--- config.mk ---
export PLATFORM = sky130hd
export DESIGN_NAME = tlc_lane_ctrl
export DESIGN_NICKNAME = d
export VERILOG_FILES = /design/src/hdl/tlc_lane_check.v /design/src/hdl/tlc_lane_ctrl.v
export VERILOG_INCLUDE_DIRS = /design/src /design/src/inc
export SDC_FILE = /design/constraint.sdc
export NUM_CORES = 1
export LEC_CHECK = 0
export ABC_AREA = 0
export CAP_MARGIN = 10
export CORE_MARGIN = 8
export CORE_UTILIZATION = 63
export CTS_CLUSTER_DIAMETER = 30
export DETAILED_ROUTE_END_ITERATION = 10
export DONT_BUFFER_PORTS = 1
export MAX_ROUTING_LAYER = met4
export PLACE_DENSITY = 0.87
export SYNTH_ARGS = -nofsm -noshare
export SYNTH_HDL_FRONTEND = slang
export SYNTH_SLANG_ARGS = --single-unit
--- constraint.sdc ---
create_clock -name sys_clk -period 9.31 [get_ports sys_clk]
set_input_delay 0.931 -clock sys_clk [delete_from_list [all_inputs] [get_ports sys_clk]]
set_output_delay 0.931 -clock sys_clk [all_outputs]
set_load 0.01 [all_outputs]
--- src/inc/tlc_defs.vh ---
// Register offsets, field positions, reset values and timing counts
`ifndef TLC_DEFS_VH
`define TLC_DEFS_VH

// Register indices; byte address is four times the index
`define TLC_IDX_CTRL        6'h09
`define TLC_IDX_FUNC        6'h0A
`define TLC_IDX_DEEMPH      6'h0C
`define TLC_IDX_EQ          6'h0D
`define TLC_IDX_EYE         6'h0E
`define TLC_IDX_STATUS      6'h10
`define TLC_IDX_ERRCNT      6'h11
`define TLC_IDX_EYECNT      6'h12

// Control register fields
`define TLC_CTRL_SWAP       7
`define TLC_CTRL_POL        6
`define TLC_CTRL_SIGDET     5
`define TLC_CTRL_ARC_DIS    4
`define TLC_CTRL_REGMODE    3
`define TLC_CTRL_PRBS       2
`define TLC_CTRL_EYE        1
`define TLC_CTRL_RST        8'h00

// Function mode field and its codes
`define TLC_FUNC_RST        8'h01
`define TLC_FM_REDRIVE      2'h0
`define TLC_FM_AUTO         2'h1

// De-emphasis register: swing [7:5], de-emphasis [1:0]
`define TLC_DEEMPH_RST      8'h00
`define TLC_DE_0DB          2'h0
`define TLC_DE_M2DB         2'h1
`define TLC_SWING_DEF       3'h0

// Equalizer register: per-lane codes [15:0], mode [17:16]
`define TLC_EQ_RST          18'h28888
`define TLC_EQM_LOW         2'h0
`define TLC_EQM_HIGH        2'h1
`define TLC_EQM_ADAPT       2'h2
`define TLC_EQ_CODE_7P5DB   4'h6
`define TLC_EQ_CODE_10DB    4'h8
`define TLC_EQ_CODE_ADLO    4'h4
`define TLC_EQ_CODE_ADHI    4'hC

// Eye sample phase [3:0]
`define TLC_EYE_RST         4'h4

// Three-level strap codes, two bits each
`define TLC_STRAP_LOW       2'h0
`define TLC_STRAP_HIGH      2'h1

// Input clock period thresholds in system clock cycles
`define TLC_CLK_TIMEOUT     8'd100
`define TLC_RETIME_MAX_PER  8'd30
`define TLC_TERM_MAX_PER    8'd20

`endif

--- src/hdl/tlc_lane_check.v ---
// Per-lane PRBS error counter and eye sample accumulator
`timescale 1ns/100ps
module tlc_lane_check (
  input  wire       clk,
  input  wire       rst_n,
  input  wire       sample,
  input  wire       lane_bit,
  input  wire       err_clr,
  input  wire       eye_en,
  input  wire       eye_strobe,
  output reg  [7:0] err_cnt_r,
  output reg  [7:0] eye_cnt_r
);

  reg  [6:0] hist_r;
  reg  [2:0] fill_r;
  wire       expect_bit;
  wire       err_hit;

  // Self-synchronising PRBS7 check: predict from the last seven bits
  assign expect_bit = hist_r[6] ^ hist_r[5];
  assign err_hit    = sample && (fill_r == 3'd7) &&
                      (expect_bit != lane_bit);

  // History fills for seven samples before any error counts
  always @(posedge clk or negedge rst_n) begin
    if (!rst_n) begin
      hist_r <= 7'h00;
      fill_r <= 3'd0;
    end else if (sample) begin
      hist_r <= {hist_r[5:0], lane_bit};
      if (fill_r != 3'd7)
        fill_r <= fill_r + 3'd1;
    end
  end

  // Saturating count; an error in the clear cycle still counts
  always @(posedge clk or negedge rst_n) begin
    if (!rst_n)
      err_cnt_r <= 8'h00;
    else if (err_clr)
      err_cnt_r <= err_hit ? 8'h01 : 8'h00;
    else if (err_hit && err_cnt_r != 8'hFF)
      err_cnt_r <= err_cnt_r + 8'h01;
  end

  // Eye accumulator counts ones at the chosen phase
  always @(posedge clk or negedge rst_n) begin
    if (!rst_n)
      eye_cnt_r <= 8'h00;
    else if (!eye_en)
      eye_cnt_r <= 8'h00;
    else if (eye_strobe && lane_bit && eye_cnt_r != 8'hFF)
      eye_cnt_r <= eye_cnt_r + 8'h01;
  end

endmodule

--- src/hdl/tlc_lane_ctrl.v ---
// Lane swap, polarity, mode, equalizer and debug control of a retimer
//
// Contract
// - Swap routes lane2 to clock, 1 to 0, 0 to 1, clock to lane2.
// - Swap touches inputs only and works in both modes.
// - Per-lane equalizer codes follow the swapped lane mapping.
// - Swap/polarity strap high inverts every lane's received polarity.
// - Polarity inversion applies only while retiming.
// - Register-selected inversion is honoured only while retiming.
// - Each data lane has an error checker with a readable count.
// - Eye data is captured per data lane and readable over the bus.
// - PRBS drives data outputs, paced by the supplied input clock.
// - Equalizer strap: high fixed 10 dB, low 7.5 dB, floating adaptive.
// - Adaptive gain follows detected rate; registers may choose others.
// - With detection on, input terminations connect only after a valid clock.
// - Detection on without clock: standby, recovery off, pins high-Z.
// - Detection enabled by strap or register, disabled by default.
// - Audio input passes to return output, on by default, can disable.
// - Termination strap: high off, low on, floating on above 2 Gbps.
// - De-emphasis from strap, or register field where 01 gives -2 dB.
// - Swing field 011 with de-emphasis 01 raises the swing.
// - De-emphasis only while retiming; none while redriving.
// - Automatic mode redrives at low rate and retimes above it.
// - Function mode 00 forces redriving over the whole range.
`timescale 1ns/100ps
`include "tlc_defs.vh"
module tlc_lane_ctrl (
  input  wire        sys_clk,
  input  wire        arst_n,
  input  wire [7:0]  avs_address,
  input  wire        avs_read,
  input  wire        avs_write,
  input  wire [31:0] avs_writedata,
  input  wire [3:0]  avs_byteenable,
  output wire [31:0] avs_readdata,
  output wire        avs_waitrequest,
  input  wire        input_data_lane0,
  input  wire        input_data_lane1,
  input  wire        input_data_lane2,
  input  wire        input_clock_lane,
  input  wire        swap_polarity_strap,
  input  wire [1:0]  equalizer_select_strap,
  input  wire        signal_detect_strap,
  input  wire [1:0]  termination_select_strap,
  input  wire        deemphasis_strap,
  input  wire        register_enable_strap,
  input  wire        spdif_input,
  output wire        output_data_lane0,
  output wire        output_data_lane1,
  output wire        output_data_lane2,
  output wire        output_clock_lane,
  output wire        output_drive_en,
  output wire        input_term_en,
  output wire        cdr_enable,
  output wire        tx_term_en,
  output wire [3:0]  eq_code_pin0,
  output wire [3:0]  eq_code_pin1,
  output wire [3:0]  eq_code_pin2,
  output wire [3:0]  eq_code_pin3,
  output wire [1:0]  deemph_code,
  output wire [2:0]  swing_code,
  output wire        audio_return_output
);

  // Physical input index that feeds logical lane idx (self-inverse)
  function [1:0] map_src;
    input integer idx;
    input         swap;
    begin
      if (!swap)
        map_src = idx[1:0];
      else begin
        case (idx)
          0:       map_src = 2'd1;
          1:       map_src = 2'd0;
          2:       map_src = 2'd3;
          default: map_src = 2'd2;
        endcase
      end
    end
  endfunction

  // Merge write data into a register under the byte enables
  function [31:0] be_merge;
    input [31:0] old_v;
    input [31:0] new_v;
    input [3:0]  be;
    integer      b;
    begin
      be_merge = old_v;
      for (b = 0; b < 4; b = b + 1)
        if (be[b])
          be_merge[b*8 +: 8] = new_v[b*8 +: 8];
    end
  endfunction

  // Reset release through two flops
  reg  [1:0]  rst_sync_r;
  wire        rst_n;
  always @(posedge sys_clk or negedge arst_n) begin
    if (!arst_n)
      rst_sync_r <= 2'b00;
    else
      rst_sync_r <= {rst_sync_r[0], 1'b1};
  end
  assign rst_n = rst_sync_r[1];

  // Pin synchronisers; only the second stage is read by logic
  wire [13:0] pin_raw;
  reg  [13:0] pin_s1_r;
  reg  [13:0] pin_s2_r;
  assign pin_raw = {register_enable_strap, deemphasis_strap,
                    termination_select_strap, equalizer_select_strap,
                    signal_detect_strap, swap_polarity_strap,
                    spdif_input, input_clock_lane, input_data_lane2,
                    input_data_lane1, input_data_lane0, 1'b0};
  always @(posedge sys_clk or negedge rst_n) begin
    if (!rst_n) begin
      pin_s1_r <= 14'h0000;
      pin_s2_r <= 14'h0000;
    end else begin
      pin_s1_r <= pin_raw;
      pin_s2_r <= pin_s1_r;
    end
  end

  wire [3:0]  phys_in   = pin_s2_r[4:1];
  wire        spdif_s   = pin_s2_r[5];
  wire        swp_strap = pin_s2_r[6];
  wire        sd_strap  = pin_s2_r[7];
  wire [1:0]  eq_strap  = pin_s2_r[9:8];
  wire [1:0]  tt_strap  = pin_s2_r[11:10];
  wire        de_strap  = pin_s2_r[12];
  wire        reg_if_en = pin_s2_r[13];

  // Software registers
  reg  [7:0]  ctrl_r;
  reg  [7:0]  func_r;
  reg  [7:0]  deemph_r;
  reg  [17:0] eq_r;
  reg  [3:0]  eye_ph_r;
  reg         wait_r;
  reg  [31:0] rdata_r;
  reg         err_clr_r;

  wire        bus_req = avs_read | avs_write;
  wire        wr_go   = avs_write & ~wait_r;
  wire [5:0]  reg_idx = avs_address[7:2];
  wire [31:0] wr_ctrl = be_merge({24'h0, ctrl_r}, avs_writedata,
                                 avs_byteenable);
  wire [31:0] wr_func = be_merge({24'h0, func_r}, avs_writedata,
                                 avs_byteenable);
  wire [31:0] wr_de   = be_merge({24'h0, deemph_r}, avs_writedata,
                                 avs_byteenable);
  wire [31:0] wr_eq   = be_merge({14'h0, eq_r}, avs_writedata,
                                 avs_byteenable);
  wire [31:0] wr_eye  = be_merge({28'h0, eye_ph_r}, avs_writedata,
                                 avs_byteenable);

  // Register precedence: with the interface on and the register-mode bit set, registers beat straps
  // register over strap
  wire        reg_mode  = reg_if_en & ctrl_r[`TLC_CTRL_REGMODE];
  wire        swap_act  = reg_mode ? ctrl_r[`TLC_CTRL_SWAP] : ~swp_strap;
  wire        sd_en     = reg_mode ? ctrl_r[`TLC_CTRL_SIGDET] : sd_strap;

  // Link clock observation on the logical clock lane
  reg         clk_prev_r;
  reg  [7:0]  per_cnt_r;
  reg  [7:0]  period_r;
  reg         clk_valid_r;
  wire [3:0]  log_raw;
  wire        log_clk   = log_raw[3];
  wire        clk_rise  = log_clk & ~clk_prev_r;
  wire        fast_rate = clk_valid_r && (period_r <= `TLC_RETIME_MAX_PER);
  wire        term_rate = clk_valid_r && (period_r <= `TLC_TERM_MAX_PER);

  // Period between rising edges; timeout marks the clock invalid
  always @(posedge sys_clk or negedge rst_n) begin
    if (!rst_n) begin
      clk_prev_r  <= 1'b0;
      // Start as timed out so one stray edge never validates the clock
      per_cnt_r   <= `TLC_CLK_TIMEOUT;
      period_r    <= 8'hFF;
      clk_valid_r <= 1'b0;
    end else begin
      clk_prev_r <= log_clk;
      if (clk_rise) begin
        per_cnt_r   <= 8'h01;
        period_r    <= per_cnt_r;
        clk_valid_r <= (per_cnt_r < `TLC_CLK_TIMEOUT);
      end else if (per_cnt_r >= `TLC_CLK_TIMEOUT) begin
        clk_valid_r <= 1'b0;
      end else begin
        per_cnt_r <= per_cnt_r + 8'h01;
      end
    end
  end

  wire        standby   = sd_en & ~clk_valid_r;
  wire [1:0]  fmode     = func_r[1:0];
  wire        retime    = ~standby & ((fmode == `TLC_FM_REDRIVE) ? 1'b0 :
                          (fmode == `TLC_FM_AUTO) ? fast_rate : 1'b1);
  wire        pol_sel   = reg_mode ? ctrl_r[`TLC_CTRL_POL] : swp_strap;
  wire        pol_act   = pol_sel & retime;

  // Lane remap from physical inputs; mode-independent, inputs only
  genvar gi;
  generate
    for (gi = 0; gi < 4; gi = gi + 1) begin : g_map
      assign log_raw[gi] = phys_in[map_src(gi, swap_act)];
    end
  endgenerate
  wire [3:0]  log_data  = log_raw ^ {4{pol_act}};

  // Eye sampling phase counter after each clock rise
  reg  [3:0]  ph_cnt_r;
  wire        eye_strobe = (ph_cnt_r == eye_ph_r);
  always @(posedge sys_clk or negedge rst_n) begin
    if (!rst_n)
      ph_cnt_r <= 4'h0;
    else if (clk_rise)
      ph_cnt_r <= 4'h0;
    else if (ph_cnt_r != 4'hF)
      ph_cnt_r <= ph_cnt_r + 4'h1;
  end

  // Pattern generator steps once per input clock rise
  reg  [6:0]  lfsr_r;
  wire        prbs_on = ctrl_r[`TLC_CTRL_PRBS];
  always @(posedge sys_clk or negedge rst_n) begin
    if (!rst_n)
      lfsr_r <= 7'h7F;
    else if (prbs_on && clk_rise)
      lfsr_r <= {lfsr_r[5:0], lfsr_r[6] ^ lfsr_r[5]};
  end

  // Per-lane checkers see the remapped, polarity-corrected data
  wire [7:0]  err_cnt [0:2];
  wire [7:0]  eye_cnt [0:2];
  generate
    for (gi = 0; gi < 3; gi = gi + 1) begin : g_chk
      tlc_lane_check u_chk (
        .clk        (sys_clk),
        .rst_n      (rst_n),
        .sample     (clk_rise),
        .lane_bit   (log_data[gi]),
        .err_clr    (err_clr_r),
        .eye_en     (ctrl_r[`TLC_CTRL_EYE]),
        .eye_strobe (eye_strobe),
        .err_cnt_r  (err_cnt[gi]),
        .eye_cnt_r  (eye_cnt[gi])
      );
    end
  endgenerate

  // Equalizer code per logical lane
  reg  [3:0]  eq_log [0:3];
  integer     li;
  always @* begin
    for (li = 0; li < 4; li = li + 1) begin
      if (reg_mode && eq_r[17:16] == 2'h3)
        eq_log[li] = eq_r[li*4 +: 4];
      else begin
        case (reg_mode ? eq_r[17:16] : eq_strap)
          `TLC_EQM_LOW:  eq_log[li] = `TLC_EQ_CODE_7P5DB;
          `TLC_EQM_HIGH: eq_log[li] = `TLC_EQ_CODE_10DB;
          default:       eq_log[li] = fast_rate ? `TLC_EQ_CODE_ADHI :
                                                  `TLC_EQ_CODE_ADLO;
        endcase
      end
    end
  end

  // Termination and de-emphasis selection
  reg         tx_term_nxt;
  reg  [1:0]  de_nxt;
  always @* begin
    case (tt_strap)
      `TLC_STRAP_HIGH: tx_term_nxt = 1'b0;
      `TLC_STRAP_LOW:  tx_term_nxt = 1'b1;
      default:         tx_term_nxt = term_rate;
    endcase
    if (!retime)
      de_nxt = `TLC_DE_0DB;
    else if (reg_mode)
      de_nxt = deemph_r[1:0];
    else
      de_nxt = de_strap ? `TLC_DE_0DB : `TLC_DE_M2DB;
  end

  // Registered pin outputs
  reg  [3:0]  out_r;
  reg         drv_en_r;
  reg         term_en_r;
  reg         cdr_en_r;
  reg         tx_term_r;
  reg  [15:0] eq_pin_r;
  reg  [1:0]  de_r;
  reg  [2:0]  swing_r;
  reg         arc_r;
  integer     pj;
  always @(posedge sys_clk or negedge rst_n) begin
    if (!rst_n) begin
      out_r     <= 4'h0;
      drv_en_r  <= 1'b0;
      term_en_r <= 1'b0;
      cdr_en_r  <= 1'b0;
      tx_term_r <= 1'b0;
      eq_pin_r  <= 16'h0000;
      de_r      <= 2'h0;
      swing_r   <= 3'h0;
      arc_r     <= 1'b0;
    end else begin
      out_r[3] <= log_data[3];
      out_r[2:0] <= prbs_on ? lfsr_r[6:4] : log_data[2:0];
      drv_en_r  <= ~standby;
      term_en_r <= ~standby;
      cdr_en_r  <= retime;
      tx_term_r <= tx_term_nxt;
      for (pj = 0; pj < 4; pj = pj + 1)
        eq_pin_r[pj*4 +: 4] <= eq_log[map_src(pj, swap_act)];
      de_r      <= de_nxt;
      swing_r   <= reg_mode ? deemph_r[7:5] : `TLC_SWING_DEF;
      arc_r     <= spdif_s & ~ctrl_r[`TLC_CTRL_ARC_DIS];
    end
  end

  // Bus slave: one wait cycle, then answer for one cycle
  always @(posedge sys_clk or negedge rst_n) begin
    if (!rst_n)
      wait_r <= 1'b1;
    else
      wait_r <= ~(bus_req & wait_r);
  end

  // Register writes take effect at the edge that sees wait low
  always @(posedge sys_clk or negedge rst_n) begin
    if (!rst_n) begin
      ctrl_r    <= `TLC_CTRL_RST;
      func_r    <= `TLC_FUNC_RST;
      deemph_r  <= `TLC_DEEMPH_RST;
      eq_r      <= `TLC_EQ_RST;
      eye_ph_r  <= `TLC_EYE_RST;
      err_clr_r <= 1'b0;
    end else begin
      err_clr_r <= wr_go && (reg_idx == `TLC_IDX_ERRCNT);
      if (wr_go) begin
        case (reg_idx)
          `TLC_IDX_CTRL:   ctrl_r   <= wr_ctrl[7:0];
          `TLC_IDX_FUNC:   func_r   <= wr_func[7:0];
          `TLC_IDX_DEEMPH: deemph_r <= wr_de[7:0];
          `TLC_IDX_EQ:     eq_r     <= wr_eq[17:0];
          `TLC_IDX_EYE:    eye_ph_r <= wr_eye[3:0];
          default:         ctrl_r   <= ctrl_r;
        endcase
      end
    end
  end

  // Read data is prepared while wait is high; unmapped reads zero
  always @(posedge sys_clk or negedge rst_n) begin
    if (!rst_n)
      rdata_r <= 32'h00000000;
    else if (avs_read && wait_r) begin
      case (reg_idx)
        `TLC_IDX_CTRL:   rdata_r <= {24'h0, ctrl_r};
        `TLC_IDX_FUNC:   rdata_r <= {24'h0, func_r};
        `TLC_IDX_DEEMPH: rdata_r <= {24'h0, deemph_r};
        `TLC_IDX_EQ:     rdata_r <= {14'h0, eq_r};
        `TLC_IDX_EYE:    rdata_r <= {28'h0, eye_ph_r};
        `TLC_IDX_STATUS: rdata_r <= {16'h0, period_r, 4'h0, tx_term_r,
                                     standby, retime, clk_valid_r};
        `TLC_IDX_ERRCNT: rdata_r <= {8'h0, err_cnt[2], err_cnt[1],
                                     err_cnt[0]};
        `TLC_IDX_EYECNT: rdata_r <= {8'h0, eye_cnt[2], eye_cnt[1],
                                     eye_cnt[0]};
        default:         rdata_r <= 32'h00000000;
      endcase
    end
  end

  assign avs_readdata        = rdata_r;
  assign avs_waitrequest     = wait_r;
  assign output_data_lane0   = out_r[0];
  assign output_data_lane1   = out_r[1];
  assign output_data_lane2   = out_r[2];
  assign output_clock_lane   = out_r[3];
  assign output_drive_en     = drv_en_r;
  assign input_term_en       = term_en_r;
  assign cdr_enable          = cdr_en_r;
  assign tx_term_en          = tx_term_r;
  assign eq_code_pin0        = eq_pin_r[3:0];
  assign eq_code_pin1        = eq_pin_r[7:4];
  assign eq_code_pin2        = eq_pin_r[11:8];
  assign eq_code_pin3        = eq_pin_r[15:12];
  assign deemph_code         = de_r;
  assign swing_code          = swing_r;
  assign audio_return_output = arc_r;

endmodule

Word-level counts from Yosys, hierarchy flattened:

Index checks and enable logic that the tools add are counted.

* register bits: 244
* input port bits: 61
* output and inout bits: 63
* word-level logic and storage cells: 223

* equal/unequal tests: 33
* $add $sub $neg: 11
* reduce and logical (&&, ||, !) cells: 39
* bitwise logic cells: 25
* $lt $le $gt $ge: 12
* muxes and demuxes: 64

Operators by type and width (number)
* one-hot mux 24 bit (8 select lines): 1
* two-way mux 8 bit: 14
* two-way mux 4 bit: 15
* adder 8 x 1 -> 8 bit (second input constant): 7
* != test 8 bit (second input constant): 6
* binary-select mux 4 bit (select 2 bit): 4
* equality test 6 x 4 -> 1 bit (second input constant): 5
* logical AND 1 bit: 21
* AND reduction 3 bit: 7
* two-way mux 1 bit: 19
* equality test 6 x 5 -> 1 bit (second input constant): 3
* less-or-equal comparator 8 x 5 -> 1 bit (second input constant): 2
* greater-or-equal comparator 3 bit (second input constant): 4
* < comparator 2 x 3 -> 1 bit (second input constant): 4
* NOT 2 -> 3 bit: 4
* nonzero test 2 bit: 5
* adder 3 x 1 -> 3 bit (second input constant): 3
* equality test 3 bit (second input constant): 3
* != test 3 bit (second input constant): 3
* AND 1 bit: 8
* binary-select mux 1 bit (select 2 bit): 4
* greater-or-equal comparator 8 x 7 -> 1 bit (second input constant): 1
* < comparator 8 x 7 -> 1 bit (second input constant): 1
* one-hot mux 4 bit (2 select lines): 1
* 17 further kinds: 39

Longest topological paths before layout:

Gate-level depths: netlist of run 1.

* depth in word-level cells: 12
* mapped depth: 10

By module:

Synthesis of run 1 repeated with hierarchy kept, for this count alone.

* cell total of the unflattened synthesis: 881
* area, all modules: 10651.5 µm²

Modules (own cells, without submodules)
* tlc_lane_ctrl: instances 1, area each 6837.8 µm², cells an instance 536
* tlc_lane_check: instances 3, area each 1271.2 µm², cells an instance 115

Worst setup path before layout of run 1:

OpenSTA, ideal clock, no wires.

* path kind: reg-to-reg
* start point: reg period_r[7]
* end point: reg g_chk[2].u_chk.err_cnt_r[7]
* data required time: 9.185 ns
* cell stages (with the launch flop): 9
* path buffers: 2
* slack: 6.576 ns
* arrival: 2.609 ns
* cells stage by stage: dfstp_2 -> or4b_4 -> a211oi_2 -> o211a_1 -> buf_6 -> xnor3_2 -> buf_6 -> nor4_2 -> mux2_2

* longest elaborated chain between the ends: 11

RTL lines
* start: declaration: line tlc_lane_ctrl.v:169 `reg [7:0] period_r;`
* start signal: assignment: line tlc_lane_ctrl.v:189 `period_r <= per_cnt_r;`
* less-or-equal comparator 8 x 5 -> 1 bit (no line)
* logical AND 1 bit: line tlc_lane_ctrl.v:174 `` wire fast_rate = clk_valid_r && (period_r <= `TLC_RETIME_MAX_PER); ``
* two-way mux 1 bit: line tlc_lane_ctrl.v:202 `` (fmode == `TLC_FM_AUTO) ? fast_rate : 1'b1); ``
* two-way mux 1 bit: line tlc_lane_ctrl.v:201 `` wire retime = ~standby & ((fmode == `TLC_FM_REDRIVE) ? 1'b0 : ``
* AND 1 bit: line tlc_lane_ctrl.v:201
* AND 1 bit: line tlc_lane_ctrl.v:204 `wire pol_act = pol_sel & retime;`
* bitwise XOR 4 bit: line tlc_lane_ctrl.v:213 `wire [3:0] log_data = log_raw ^ {4{pol_act}};`
* != test 1 bit: line tlc_lane_check.v:23 `(expect_bit != lane_bit);`
* logical AND 1 bit: line tlc_lane_check.v:22 `assign err_hit = sample && (fill_r == 3'd7) &&`
* logical AND 1 bit: line tlc_lane_check.v:43 `else if (err_hit && err_cnt_r != 8'hFF)`
* nonzero test 2 bit (no line)
* end signal: assignment: line tlc_lane_check.v:42 `err_cnt_r <= err_hit ? 8'h01 : 8'h00;`
* end signal: assignment: line tlc_lane_check.v:44 `err_cnt_r <= err_cnt_r + 8'h01;`
* end: declaration: line tlc_lane_check.v:11 `output reg [7:0] err_cnt_r,`

No other way between the ends.
A chain may end at the register's enable or synchronous reset.

Worst setup path after layout of run 1:

* start point: reg ctrl_r[3]
* end point: reg g_chk[2].u_chk.err_cnt_r[7]

* longest elaborated chain between the ends: 11
* elaborated cells between the ends (all ways): 21
* classes of those cells: eq/ne (1); mux (9); bitwise (7); reduce/logical (4)

RTL lines
* start: declaration: line tlc_lane_ctrl.v:137 `reg [7:0] ctrl_r;`
* start signal: assignment: line tlc_lane_ctrl.v:339 `` ctrl_r <= `TLC_CTRL_RST; ``
* start signal: assignment: line tlc_lane_ctrl.v:349 `` `TLC_IDX_CTRL: ctrl_r <= wr_ctrl[7:0]; ``
* start signal: assignment: line tlc_lane_ctrl.v:354 `default: ctrl_r <= ctrl_r;`
* AND 1 bit (*): line tlc_lane_ctrl.v:162 `` wire reg_mode = reg_if_en & ctrl_r[`TLC_CTRL_REGMODE]; ``
* branches (longest 7 deep; another with bitwise XOR 4 bit)
* logical AND 1 bit (*): line tlc_lane_check.v:22
* logical AND 1 bit (*): line tlc_lane_check.v:43
* nonzero test 2 bit (no line) (*)

Mark *: on every way between the ends. The select of a mux whose other input is x is not followed.

==> impl_metrics.prom, run 1 <==
# TYPE chip_impl_metric gauge
chip_impl_metric{name="cts.htree.levels",unit=""} 2
chip_impl_metric{name="fmaxAchievable",unit="MHz"} 286
chip_impl_metric{name="cp_max_fo",unit=""} 19
chip_impl_metric{name="cts_made_buffers",unit=""} 39
chip_impl_metric{name="seq_area_frac_synth",unit=""} 0.563
chip_impl_metric{name="count_of_state_elements_after_synthesis",unit=""} 236
chip_impl_metric{name="route.vias.total",unit=""} 7787
chip_impl_metric{name="globalRoute.totalOverflow",unit=""} 0
chip_impl_metric{name="grt.met2_usage",unit=""} 0.391
chip_impl_metric{name="finalWirelength",unit="um"} 26100
chip_impl_metric{name="finish.instance_area",unit="sq mm"} 0.0121
chip_impl_info{name="hold_class",value="input pin to async pin"} 1
chip_impl_info{name="outcome",value="completed"} 1
chip_impl_metric{name="grt_use_met3",unit=""} 0.0572
chip_impl_metric{name="gpl.final_weighted_congestion",unit=""} 0.888
chip_impl_metric{name="initial_util",unit=""} 0.641
chip_impl_metric{name="detailed_place.area",unit="sq mm"} 0.0107
chip_impl_metric{name="floorplan.die_area",unit="sq mm"} 0.0211
chip_impl_metric{name="max-vdd-ir-drop",unit="mV"} 0.225
chip_impl_metric{name="async_flop_share",unit=""} 1.00
chip_impl_metric{name="synth.cell_area",unit="sq mm"} 0.0106
chip_impl_metric{name="post-route-period-util",unit=""} 0.375
chip_impl_metric{name="setup-violations-final",unit=""} 0
chip_impl_info{name="gr-max-usage-layer",value="met2"} 1
chip_impl_metric{name="grt_pass1_wl",unit="um"} 41900
chip_impl_metric{name="chipWidth",unit="um"} 145
chip_impl_metric{name="core-area",unit="sq mm"} 0.0165
chip_impl_metric{name="drt-pass1-iter-count",unit=""} 8
chip_impl_info{name="grt_setup_unrepaired",value="false"} 1
chip_impl_metric{name="placementRows",unit=""} 47
chip_impl_metric{name="max-cap-violations",unit=""} 0
chip_impl_metric{name="syn_inst",unit=""} 928
chip_impl_metric{name="postCtsHoldBufs",unit=""} 0
chip_impl_metric{name="fin_cells",unit=""} 1186
chip_impl_metric{name="filler_cell_count",unit=""} 1005
chip_impl_metric{name="post_cts_buffers",unit=""} 0
chip_impl_metric{name="first_global_vias",unit=""} 7698
chip_impl_metric{name="worst-slew-pin-transition",unit="ps"} 1250
chip_impl_metric{name="io_buffers",unit=""} 0
chip_impl_metric{name="synth_enable_flop_cells",unit=""} 0
chip_impl_metric{name="placed_cells_incl_taps",unit=""} 1115
chip_impl_metric{name="clock-sinks",unit=""} 236
chip_impl_metric{name="dpl.hpwl",unit="um"} 16400
chip_impl_metric{name="ratio_of_routed_vias_to_standard_cells",unit=""} 6.57
chip_impl_metric{name="normalized_max_slew_margin",unit=""} 0.161
chip_impl_metric{name="yosys_warning_count",unit=""} 0
chip_impl_metric{name="number_of_pins_exceeding_their_max_slew_limit_in_the_final_report",unit=""} 0
chip_impl_metric{name="synth.avg_cell_area",unit="sq um"} 11.4
chip_impl_metric{name="flow.area_growth_from_synthesis",unit="%"} 14.9
chip_impl_metric{name="drt-initial-drc-count",unit=""} 1029
chip_impl_metric{name="post_cts_resize_count",unit=""} 0
chip_impl_metric{name="path_clk_slew",unit="ps"} 50
chip_impl_metric{name="ioPinCount",unit=""} 124
chip_impl_info{name="cts.root.buffer_cell",value="clkbuf_16"} 1
chip_impl_metric{name="dp_worst_setup_slack",unit="ps"} 5970
chip_impl_info{name="postSynth.topFlopCell",value="dfrtp_1"} 1
chip_impl_metric{name="number_of_antenna_violations_at_the_first_check_in_global_routing",unit=""} 0
chip_impl_metric{name="grt.met1_usage",unit=""} 0.319
chip_impl_metric{name="timing.final.hold_violations",unit=""} 0
chip_impl_metric{name="finish.net_count",unit=""} 1012
chip_impl_metric{name="layout-drive-gt1-share",unit=""} 0.209
chip_impl_metric{name="smallest_setup_slack_after_layout",unit="ps"} 5820
chip_impl_metric{name="layout_min_cycle_time",unit="ps"} 3490
chip_impl_info{name="critPathCaptureType",value="flip-flop"} 1
chip_impl_metric{name="tns",unit="ps"} 0
chip_impl_metric{name="ctsLongestPathBuffers",unit=""} 3
chip_impl_metric{name="yosysUniqueCellTypes",unit=""} 63
chip_impl_metric{name="p_per_area",unit="mW/mm^2"} 264
chip_impl_info{name="startpoint_class",value="flip-flop"} 1
chip_impl_info{name="worstSetupPathType",value="flip-flop to flip-flop"} 1
chip_impl_metric{name="worstPathRequired",unit="ps"} 9690
chip_impl_info{name="cts_tree",value="yes"} 1
chip_impl_metric{name="power.static_leakage",unit="nW"} 5.33
chip_impl_metric{name="global_route.usage.total",unit=""} 0.252
chip_impl_metric{name="maximum_number_of_pins_on_one_net_before_global_route_repair",unit=""} 202
chip_impl_metric{name="fin_skew",unit="ps"} 26.3
chip_impl_metric{name="final_antenna_net_count",unit=""} 0
chip_impl_metric{name="post-route-drc-count",unit=""} 0
chip_impl_metric{name="crit_arrival",unit="ps"} 3880
chip_impl_metric{name="fp.dieH",unit="um"} 145
chip_impl_metric{name="diodes",unit=""} 0
chip_impl_metric{name="route.detailed.wl_per_inst",unit="um"} 22.0
chip_impl_metric{name="clock_insertion_delay_worst_skew",unit="ps"} 520
==> power breakdown <==
| part | internal (mW) | switching, mW | leakage [nW] | total (mW) |
|---|---|---|---|---|
| Combinational | 0.157 | 0.247 | 1.69 | 0.405 |
| Clock | 0.999 | 0.500 | 0.673 | 1.50 |
| Sequential | 1.16 | 0.132 | 2.97 | 1.30 |
==> final timing paths <==
kind	from	cells after the start	slack, ps	endpoint
max	ctrl_r[3]	7	5820	g_chk[2].u_chk.err_cnt_r[7]
min	arst_n	0	120	rst_sync_r[1]
max reg2reg	ctrl_r[3]	7	5820	g_chk[2].u_chk.err_cnt_r[7]
min reg2reg	rst_sync_r[1]	0	270	swing_code[2]
max in group asynchronous	rst_sync_r[1]	1	7630	eq_pin_r[9]
min in group sys_clk	pin_s1_r[6]	0	340	pin_s2_r[6]
==> placed cells by master (no fill, tap or decap), types with 15 or more instances in the layout <==
cell type / synthesis / layout
clkbuf_16: 0 / 41
mux2_2: 78 / 78
nand2_1: 81 / 81
and3_1: 15 / 15
a31oi_1: 17 / 17
nor2_1: 64 / 64
o21ai_0: 37 / 37
or4_1: 26 / 26
dfrtp_1: 210 / 209
a222oi_1: 20 / 20
ha_1: 15 / 15
dfstp_2: 26 / 26
nand3_1: 40 / 40
mux2i_1: 24 / 24
a21oi_1: 47 / 46
o31ai_1: 27 / 27
inv_1: 17 / 17
==> stage by stage <==
step	hold WS, ps	util	power (mW)
after floorplan	331	-	1.59
after global placement	277	0.651	1.66
after detailed placement	291	0.651	1.69
after CTS	106	0.736	3.21
after global routing	102	0.736	3.32
final	122	0.736	3.20
==> cell usage after synthesis (all sizes together) (6+ instances only) <==
cell type  number  share of area
mux2           78          0.083
o21ai          38          0.018
nor2b          12         0.0071
mux2i          24          0.023
a31oi          17          0.010
and3           15         0.0089
nand2b          7         0.0042
or4            26          0.018
a21oi          47          0.022
a221oi          6         0.0050
ha             15          0.018
xnor2          13          0.011
clkbuf         34          0.012
nor2           64          0.023
a222oi         20          0.019
nor3           11         0.0052
dfstp          26          0.065
nor4            7         0.0047
buf            18          0.011
dfrtp         210           0.50
nand2          81          0.029
inv            17         0.0060
or3            10         0.0059
a22oi          10         0.0071
xor2            8         0.0066
o31ai          27          0.019
nand3          40          0.019
==> state kept, by name, indices dropped and copies added (netlist names), 7 cells and up <==
register,cells
func_r,8
per_cnt_r,8
eq_r,18
pin_s2_r,13
g_chk.u_chk.err_cnt_r,24
g_chk.u_chk.fill_r,9
g_chk.u_chk.hist_r,21
pin_s1_r,13
deemph_r,8
period_r,8
ctrl_r,8
lfsr_r,7
avs_readdata,24
eq_pin_r,16
g_chk.u_chk.eye_cnt_r,24
==> routing by layer <==
metal | wire, um | vias up | part of all wire
met4 | 732 | 0 | 0.028
met3 | 2360 | 79 | 0.090
met5 | 0 | - | 0
li1 | - | 3401 | -
met1 | 10300 | 3905 | 0.39
met2 | 12800 | 402 | 0.49
==> final cells by class <==
cell class	instances	area, sq um	area share
multi-input combinational	630	4350	0.359
sequential	236	5940	0.490
clock buffer	52	1140	0.0938
clock inverter	19	249	0.0205
inverter	17	63.8	0.00526
timing repair buffer	12	103	0.00846
tap	220	275	0.0227
==> logic make-up after synthesis <==
group | after synthesis | synth area share
and+or+nand+nor | 293 | 0.141
adders and majority gates | 15 | 0.0178
muxes | 102 | 0.106
AOI/OAI and AO/OA | 187 | 0.119
DFF | 236 | 0.563
other | 2 | 0.000712
xor gates and xnor gates | 24 | 0.0241
buffers and inverters | 69 | 0.0295
==> critical path: stages, from the launching register on <==
cell and delay, ps:
dfrtp_1 560, nand2_1 330, o21ai_2 200, buf_4 370, mux2i_1 590, xnor3_2 610, nor4_2 340, mux2_2 360
Note: power is estimated with default switching activity, not from simulation.
==> run 2: changes to the inputs <==
--- a/config.mk
+++ b/config.mk
@@ -9,12 +9,12 @@
 export ABC_AREA = 0
 export CAP_MARGIN = 10
 export CORE_MARGIN = 8
-export CORE_UTILIZATION = 63
+export CORE_UTILIZATION = 57
 export CTS_CLUSTER_DIAMETER = 30
 export DETAILED_ROUTE_END_ITERATION = 10
 export DONT_BUFFER_PORTS = 1
 export MAX_ROUTING_LAYER = met4
-export PLACE_DENSITY = 0.87
+export PLACE_DENSITY = 0.83
 export SYNTH_ARGS = -nofsm -noshare
 export SYNTH_HDL_FRONTEND = slang
 export SYNTH_SLANG_ARGS = --single-unit
==> constraint.sdc (replaced) <==
create_clock -name sys_clk -period 3 [get_ports sys_clk]
set_input_delay 0.3 -clock sys_clk [delete_from_list [all_inputs] [get_ports sys_clk]]
set_output_delay 0.3 -clock sys_clk [all_outputs]
set_load 0.01 [all_outputs]
==> impl_metrics.prom, run 2 (synthesized netlist as in run 1, its figures left out) <==
# TYPE chip_impl_metric gauge
chip_impl_info{name="outcome",value="completed"} 1
chip_impl_metric{name="worstPathRequired",unit="ps"} 3400
chip_impl_info{name="cts_tree",value="yes"} 1
chip_impl_metric{name="layout-drive-gt1-share",unit=""} 0.210
chip_impl_metric{name="fmaxAchievable",unit="MHz"} 351
chip_impl_metric{name="tns",unit="ps"} 0
chip_impl_metric{name="finalWirelength",unit="um"} 26600
chip_impl_metric{name="post-route-drc-count",unit=""} 0
chip_impl_info{name="regToRegEndpoint",value="g_chk[2].u_chk.err_cnt_r[5]"} 1
chip_impl_metric{name="max-vdd-ir-drop",unit="mV"} 0.549
chip_impl_metric{name="chipWidth",unit="um"} 152
chip_impl_metric{name="gpl.final_weighted_congestion",unit=""} 0.883
chip_impl_metric{name="layout_min_cycle_time",unit="ps"} 2850
chip_impl_metric{name="cp_max_fo",unit=""} 15
chip_impl_metric{name="global_route.usage.total",unit=""} 0.233
chip_impl_metric{name="post-route-period-util",unit=""} 0.949
chip_impl_info{name="worst_setup_path_startpoint",value="period_r[7]"} 1
chip_impl_metric{name="io_buffers",unit=""} 0
chip_impl_info{name="worstPathCellList",value="or4b_4 > a211oi_2 > o211a_1 > xnor3_2 > nor4_1 > mux2_2"} 1
chip_impl_metric{name="p_per_area",unit="mW/mm^2"} 796
chip_impl_metric{name="dpl.hpwl",unit="um"} 16900
chip_impl_metric{name="power.static_leakage",unit="nW"} 5.60
chip_impl_metric{name="slack_of_the_worst_reg_to_reg_path",unit="ps"} 150
chip_impl_metric{name="reg2reg_depth",unit=""} 6
chip_impl_info{name="worstSetupPathType",value="flip-flop to flip-flop"} 1
chip_impl_metric{name="cts.htree.levels",unit=""} 2
chip_impl_metric{name="utilization",unit=""} 0.702
chip_impl_metric{name="path_clk_slew",unit="ps"} 50
chip_impl_metric{name="ioPinCount",unit=""} 124
chip_impl_info{name="r2r-start",value="period_r[7]"} 1
chip_impl_metric{name="crit_arrival",unit="ps"} 3250
chip_impl_info{name="grt_setup_unrepaired",value="false"} 1
chip_impl_metric{name="core-area",unit="sq mm"} 0.0181
chip_impl_metric{name="number_of_antenna_violations_at_the_first_check_in_global_routing",unit=""} 1
chip_impl_info{name="most_common_cell_after_layout_fill_and_taps_aside",value="dfrtp_1"} 1
chip_impl_metric{name="ratio_of_routed_vias_to_standard_cells",unit=""} 6.34
chip_impl_metric{name="route.vias.total",unit=""} 7954
chip_impl_metric{name="fin_skew",unit="ps"} 18.2
chip_impl_info{name="critPathCaptureType",value="flip-flop"} 1
chip_impl_info{name="most-common-layout-cells",value="dfrtp_1 (209), nand2_1 (81), mux2_2 (78)"} 1
chip_impl_info{name="timing.critical_path.slowest_stage_cell",value="xnor3_2"} 1
chip_impl_metric{name="finish.net_count",unit=""} 1068
chip_impl_metric{name="drt-initial-drc-count",unit=""} 807
chip_impl_metric{name="globalRoute.totalOverflow",unit=""} 0
chip_impl_metric{name="floorplan.die_area",unit="sq mm"} 0.0231
chip_impl_metric{name="finish.instance_area",unit="sq mm"} 0.0127
chip_impl_metric{name="worst-slew-pin-transition",unit="ps"} 1000
chip_impl_metric{name="flow.area_growth_from_synthesis",unit="%"} 20.4
chip_impl_metric{name="max-cap-violations",unit=""} 0
chip_impl_metric{name="report.power.total",unit="mW"} 10.1
chip_impl_metric{name="route.detailed.wl_per_inst",unit="um"} 21.2
chip_impl_metric{name="timing.final.hold_violations",unit=""} 0
chip_impl_info{name="critical_path.endpoint",value="g_chk[2].u_chk.err_cnt_r[5]"} 1
chip_impl_metric{name="detailed_place.area",unit="sq mm"} 0.0109
chip_impl_metric{name="clock-sinks",unit=""} 236
chip_impl_metric{name="fin_cells",unit=""} 1254
chip_impl_metric{name="grt_pass1_wl",unit="um"} 42800
chip_impl_metric{name="clock_insertion_delay_worst_skew",unit="ps"} 520
chip_impl_metric{name="normalized_max_slew_margin",unit=""} 0.332
chip_impl_metric{name="setup-violations-final",unit=""} 0
chip_impl_metric{name="drt-pass1-iter-count",unit=""} 5
chip_impl_metric{name="first_global_vias",unit=""} 8098
chip_impl_info{name="cts.root.buffer_cell",value="clkbuf_16"} 1
chip_impl_metric{name="fp.dieH",unit="um"} 152
chip_impl_metric{name="cts_made_buffers",unit=""} 41
chip_impl_metric{name="initial_util",unit=""} 0.583
chip_impl_info{name="startpoint_class",value="flip-flop"} 1
chip_impl_metric{name="post_cts_resize_count",unit=""} 0
chip_impl_metric{name="ctsLongestPathBuffers",unit=""} 3
chip_impl_metric{name="slowest_delay",unit="ps"} 590
chip_impl_metric{name="placementRows",unit=""} 49
chip_impl_metric{name="number_of_pins_exceeding_their_max_slew_limit_in_the_final_report",unit=""} 0
chip_impl_metric{name="maximum_number_of_pins_on_one_net_before_global_route_repair",unit=""} 65
chip_impl_metric{name="final_antenna_net_count",unit=""} 0
chip_impl_info{name="hold_class",value="input pin to flip-flop"} 1
chip_impl_metric{name="placed_cells_incl_taps",unit=""} 1141
run 2: area by class of cell:
class	count	area, sq um
fillers	1144	5390
clock inverters	14	260
well taps	229	287
flip-flops and latches	236	5940
clock buffers	61	1180
repair buffers	66	621
inverters	17	63.8
multi-input cells	630	4340
diodes	1	2.50
run 2: worst min-delay path by stage:
stage	from	end	cells past startpoint
2_1_floorplan	arst_n	rst_sync_r[0]	0
3_3_place_gp	arst_n	rst_sync_r[0]	0
3_5_place_dp	arst_n	rst_sync_r[0]	0
4_1_cts	avs_address[7]	avs_readdata[1]	3
5_1_grt	avs_address[7]	avs_readdata[1]	3
6_report	avs_address[7]	avs_readdata[1]	3
run 2: metal layers:
metal  global-route usage  share of wire  vias to the layer above
met5                    -              0                        -
met4               0.0866          0.031                        0
met3               0.0712          0.087                       66
met2                0.372           0.48                      366
met1                0.275           0.40                     4000
li1                     -              -                     3522
run 2: repair_timing:
item / CTS / global route
buffers inserted: 0 / 2
endpoints found under the setup margin: 0 / 1
hold buffers: 35 / 0
hold endpoints to repair: 62 / 0
run 2: per-stage QoR:
step | hold slack [ps] | setup WS (ps)
final | 23.2 | 152
after global routing | 18.5 | 87.0
after CTS | 19.7 | 153
after detailed placement | 4.49 | 153
after global placement | 4.48 | 197
after floorplan | 4.41 | 266
run 2: worst max-delay path: cells and delay by family (launching register included):
kind / cells / cell delay, ps
AOI/OAI and AO/OA: 2 / 480
xor gates and xnor gates: 1 / 590
DFF: 1 / 370
muxes: 1 / 370
and+or+nand+nor: 2 / 930
run 2: report_power, final:
part           internal (mW)  leakage, nW  total (mW)  switching [mW]
sequential              3.61         2.97        4.03           0.418
combinational          0.550         1.93        1.30           0.755
clock                   3.24        0.689        4.78            1.53
==> run 3: changes to the inputs <==
--- a/config.mk
+++ b/config.mk
@@ -6,15 +6,15 @@
 export SDC_FILE = /design/constraint.sdc
 export NUM_CORES = 1
 export LEC_CHECK = 0
-export ABC_AREA = 0
+export ABC_AREA = 1
 export CAP_MARGIN = 10
 export CORE_MARGIN = 8
-export CORE_UTILIZATION = 57
+export CORE_UTILIZATION = 52
 export CTS_CLUSTER_DIAMETER = 30
 export DETAILED_ROUTE_END_ITERATION = 10
 export DONT_BUFFER_PORTS = 1
 export MAX_ROUTING_LAYER = met4
-export PLACE_DENSITY = 0.83
+export PLACE_DENSITY = 0.75
 export SYNTH_ARGS = -nofsm -noshare
 export SYNTH_HDL_FRONTEND = slang
 export SYNTH_SLANG_ARGS = --single-unit
==> constraint.sdc (replaced) <==
create_clock -name sys_clk -period 3.3 [get_ports sys_clk]
set_input_delay 0.33 -clock sys_clk [delete_from_list [all_inputs] [get_ports sys_clk]]
set_output_delay 0.33 -clock sys_clk [all_outputs]
set_load 0.01 [all_outputs]
==> impl_metrics.prom, run 3 <==
# TYPE chip_impl_metric gauge
chip_impl_metric{name="core-area",unit="sq mm"} 0.0208
chip_impl_info{name="startpoint_class",value="flip-flop"} 1
chip_impl_info{name="hold_class",value="input pin to async pin"} 1
chip_impl_metric{name="yosys_warning_count",unit=""} 0
chip_impl_metric{name="seq_area_frac_synth",unit=""} 0.543
chip_impl_metric{name="diodes",unit=""} 0
chip_impl_metric{name="postCtsHoldBufs",unit=""} 26
chip_impl_metric{name="io_buffers",unit=""} 0
chip_impl_metric{name="layout-drive-gt1-share",unit=""} 0.125
chip_impl_metric{name="cts_made_buffers",unit=""} 45
chip_impl_metric{name="number_of_pins_exceeding_their_max_slew_limit_in_the_final_report",unit=""} 0
chip_impl_metric{name="flow.area_growth_from_synthesis",unit="%"} 19.4
chip_impl_metric{name="count_of_state_elements_after_synthesis",unit=""} 236
chip_impl_metric{name="cp_max_fo",unit=""} 46
chip_impl_info{name="critPathCaptureType",value="flip-flop"} 1
chip_impl_metric{name="gpl.final_weighted_congestion",unit=""} 0.877
chip_impl_metric{name="route.detailed.wl_per_inst",unit="um"} 17.3
chip_impl_info{name="post-synth-top-count-cell",value="nand2_1"} 1
chip_impl_metric{name="crit_arrival",unit="ps"} 3240
chip_impl_info{name="worstPathCellList",value="nand2_2 > o21ai_4 > nand2_1 > o21ai_2 > inv_2 > or2_2 > buf_4 > nand3_1 > nor2_1 > a31oi_1 > inv_1"} 1
chip_impl_metric{name="globalRoute.totalOverflow",unit=""} 0
chip_impl_metric{name="async_flop_share",unit=""} 1.00
chip_impl_metric{name="normalized_max_slew_margin",unit=""} 0.330
chip_impl_metric{name="worstPathRequired",unit="ps"} 3720
chip_impl_metric{name="route.vias.total",unit=""} 8790
chip_impl_metric{name="dp_worst_setup_slack",unit="ps"} 529
chip_impl_metric{name="floorplan.die_area",unit="sq mm"} 0.0259
chip_impl_metric{name="final_antenna_net_count",unit=""} 0
chip_impl_metric{name="path_clk_slew",unit="ps"} 50
chip_impl_metric{name="max-cap-violations",unit=""} 0
chip_impl_info{name="post-synth-top-area-cell",value="dfrtp_1"} 1
chip_impl_info{name="timing.critical_path.slowest_stage_cell",value="o21ai_4"} 1
chip_impl_metric{name="clock-sinks",unit=""} 236
chip_impl_metric{name="yosys.area.top_type_share",unit=""} 0.481
chip_impl_metric{name="setup-violations-final",unit=""} 0
chip_impl_metric{name="synth.cell_area",unit="sq mm"} 0.0109
chip_impl_metric{name="yosysUniqueCellTypes",unit=""} 50
chip_impl_metric{name="clock_insertion_delay_worst_skew",unit="ps"} 530
chip_impl_metric{name="layout_min_cycle_time",unit="ps"} 2820
chip_impl_metric{name="initial_util",unit=""} 0.525
chip_impl_metric{name="fmaxAchievable",unit="MHz"} 355
chip_impl_metric{name="drt-initial-drc-count",unit=""} 728
chip_impl_info{name="cts_tree",value="yes"} 1
chip_impl_metric{name="first_global_vias",unit=""} 8605
chip_impl_metric{name="grt_pass1_wl",unit="um"} 45200
chip_impl_metric{name="drt-pass1-iter-count",unit=""} 6
chip_impl_metric{name="slowest_delay",unit="ps"} 610
chip_impl_metric{name="ioPinCount",unit=""} 124
chip_impl_metric{name="p_per_area",unit="mW/mm^2"} 716
chip_impl_metric{name="number_of_antenna_violations_at_the_first_check_in_global_routing",unit=""} 0
chip_impl_metric{name="placementRows",unit=""} 53
chip_impl_metric{name="global_route.usage.total",unit=""} 0.221
chip_impl_metric{name="timing.final.hold_violations",unit=""} 0
chip_impl_metric{name="utilization",unit=""} 0.627
chip_impl_info{name="worstSetupPathType",value="flip-flop to flip-flop"} 1
chip_impl_metric{name="synth_enable_flop_cells",unit=""} 0
chip_impl_info{name="outcome",value="completed"} 1
chip_impl_metric{name="post_cts_buffers",unit=""} 0
chip_impl_info{name="most-common-layout-cells",value="nand2_1 (361), dfrtp_1 (209), inv_1 (118)"} 1
chip_impl_metric{name="post_cts_resize_count",unit=""} 0
chip_impl_metric{name="cts.htree.levels",unit=""} 2
chip_impl_metric{name="post-route-drc-count",unit=""} 0
chip_impl_info{name="yosys-top-cells-count",value="nand2_1 (361), dfrtp_1 (210), inv_1 (118), o21ai_0 (85), nand3_1 (78)"} 1
chip_impl_metric{name="max-vdd-ir-drop",unit="mV"} 0.541
chip_impl_metric{name="fp.dieH",unit="um"} 161
chip_impl_metric{name="tns",unit="ps"} 0
chip_impl_info{name="most_common_cell_after_layout_fill_and_taps_aside",value="nand2_1"} 1
chip_impl_info{name="postSynth.topFlopCell",value="dfrtp_1"} 1
chip_impl_metric{name="finalWirelength",unit="um"} 27800
chip_impl_metric{name="maximum_number_of_pins_on_one_net_before_global_route_repair",unit=""} 89
chip_impl_metric{name="ctsLongestPathBuffers",unit=""} 3
chip_impl_metric{name="dpl.hpwl",unit="um"} 19300
chip_impl_metric{name="power.static_leakage",unit="nW"} 6.23
chip_impl_metric{name="syn_inst",unit=""} 1250
chip_impl_metric{name="worst-slew-pin-transition",unit="ps"} 1000
chip_impl_info{name="netlist_top_cells_area",value="dfrtp_1 (48%), nand2_1 (12%), dfstp_2 (6.3%), inv_1 (4.1%), o21ai_0 (3.9%)"} 1
chip_impl_info{name="grt_setup_unrepaired",value="false"} 1
chip_impl_metric{name="finish.net_count",unit=""} 1373
chip_impl_metric{name="ratio_of_routed_vias_to_standard_cells",unit=""} 5.47
chip_impl_metric{name="smallest_setup_slack_after_layout",unit="ps"} 481
chip_impl_metric{name="fin_skew",unit="ps"} 28.0
chip_impl_metric{name="synth.avg_cell_area",unit="sq um"} 8.74
chip_impl_info{name="cts.root.buffer_cell",value="clkbuf_16"} 1
chip_impl_metric{name="post-route-period-util",unit=""} 0.854
chip_impl_metric{name="chipWidth",unit="um"} 161
## run 3: final timing paths
| path | from | to | slack [ps] | cells past startpoint |
|---|---|---|---|---|
| max in group asynchronous | rst_sync_r[1] | eq_r[7] | 2050 | 1 |
| min in group sys_clk | avs_writedata[7] | eq_r[7] | 30 | 2 |
| worst min register to register | rst_sync_r[1] | pin_s1_r[1] | 340 | 0 |
| worst min-delay path | arst_n | rst_sync_r[1] | 30 | 1 |
| worst max register to register | ctrl_r[3] | per_cnt_r[1] | 480 | 11 |
| worst max-delay path | ctrl_r[3] | per_cnt_r[1] | 480 | 11 |
## run 3: kinds of logic after synthesis
| kind of cell | Yosys count | synth area share |
|---|---|---|
| other | 2 | 0.000687 |
| XOR/XNOR | 37 | 0.0296 |
| adder cells (fa/ha/maj) | 15 | 0.0172 |
| flip-flops | 236 | 0.543 |
| AO/OA/AOI/OAI | 198 | 0.105 |
| buffers and inverters | 173 | 0.0651 |
| AND/OR/NAND/NOR | 573 | 0.222 |
| multiplexers | 16 | 0.0172 |
## run 3: stage by stage
| stage | cells | area, sq um | power [mW] | hold slack [ps] |
|---|---|---|---|---|
| after floorplan | 1257 | 11000 | 4.33 | 34.4 |
| after global placement | 1499 | 11200 | 4.57 | 34.5 |
| after global routing | 1608 | 13000 | 9.74 | 29.9 |
| after detailed placement | 1499 | 11200 | 4.63 | 34.5 |
| after CTS | 1608 | 13000 | 9.40 | 14.9 |
| final | 1608 | 13000 | 9.35 | 28.7 |
## run 3: per-layer routing
layer,vias to the layer above,GRT usage,share of wire
met1,4187,0.284,0.42
met3,63,0.0598,0.096
met4,0,0.0762,0.026
met2,372,0.336,0.46
met5,-,-,0
li1,4168,-,-
## run 3: area by class of cell
class	count	area, sq um
clock buffers	55	1230
clock inverters	28	360
fillers	1652	7770
inverters	127	477
multi-input cells	848	4310
flip-flops and latches	236	5940
well taps	275	344
repair buffers	39	383
## run 3: critical path, delay by kind of cell (launching register included)
kind,cells,cell delay [ps]
compound gates,3,880
buf+inv,3,410
flops,1,400
simple gates,5,980
## run 3: report_power, final
part	leakage (nW)	internal (mW)	switching, mW
clock	0.765	3.16	1.56
combinational	2.44	0.415	0.659
sequential	3.02	3.27	0.288
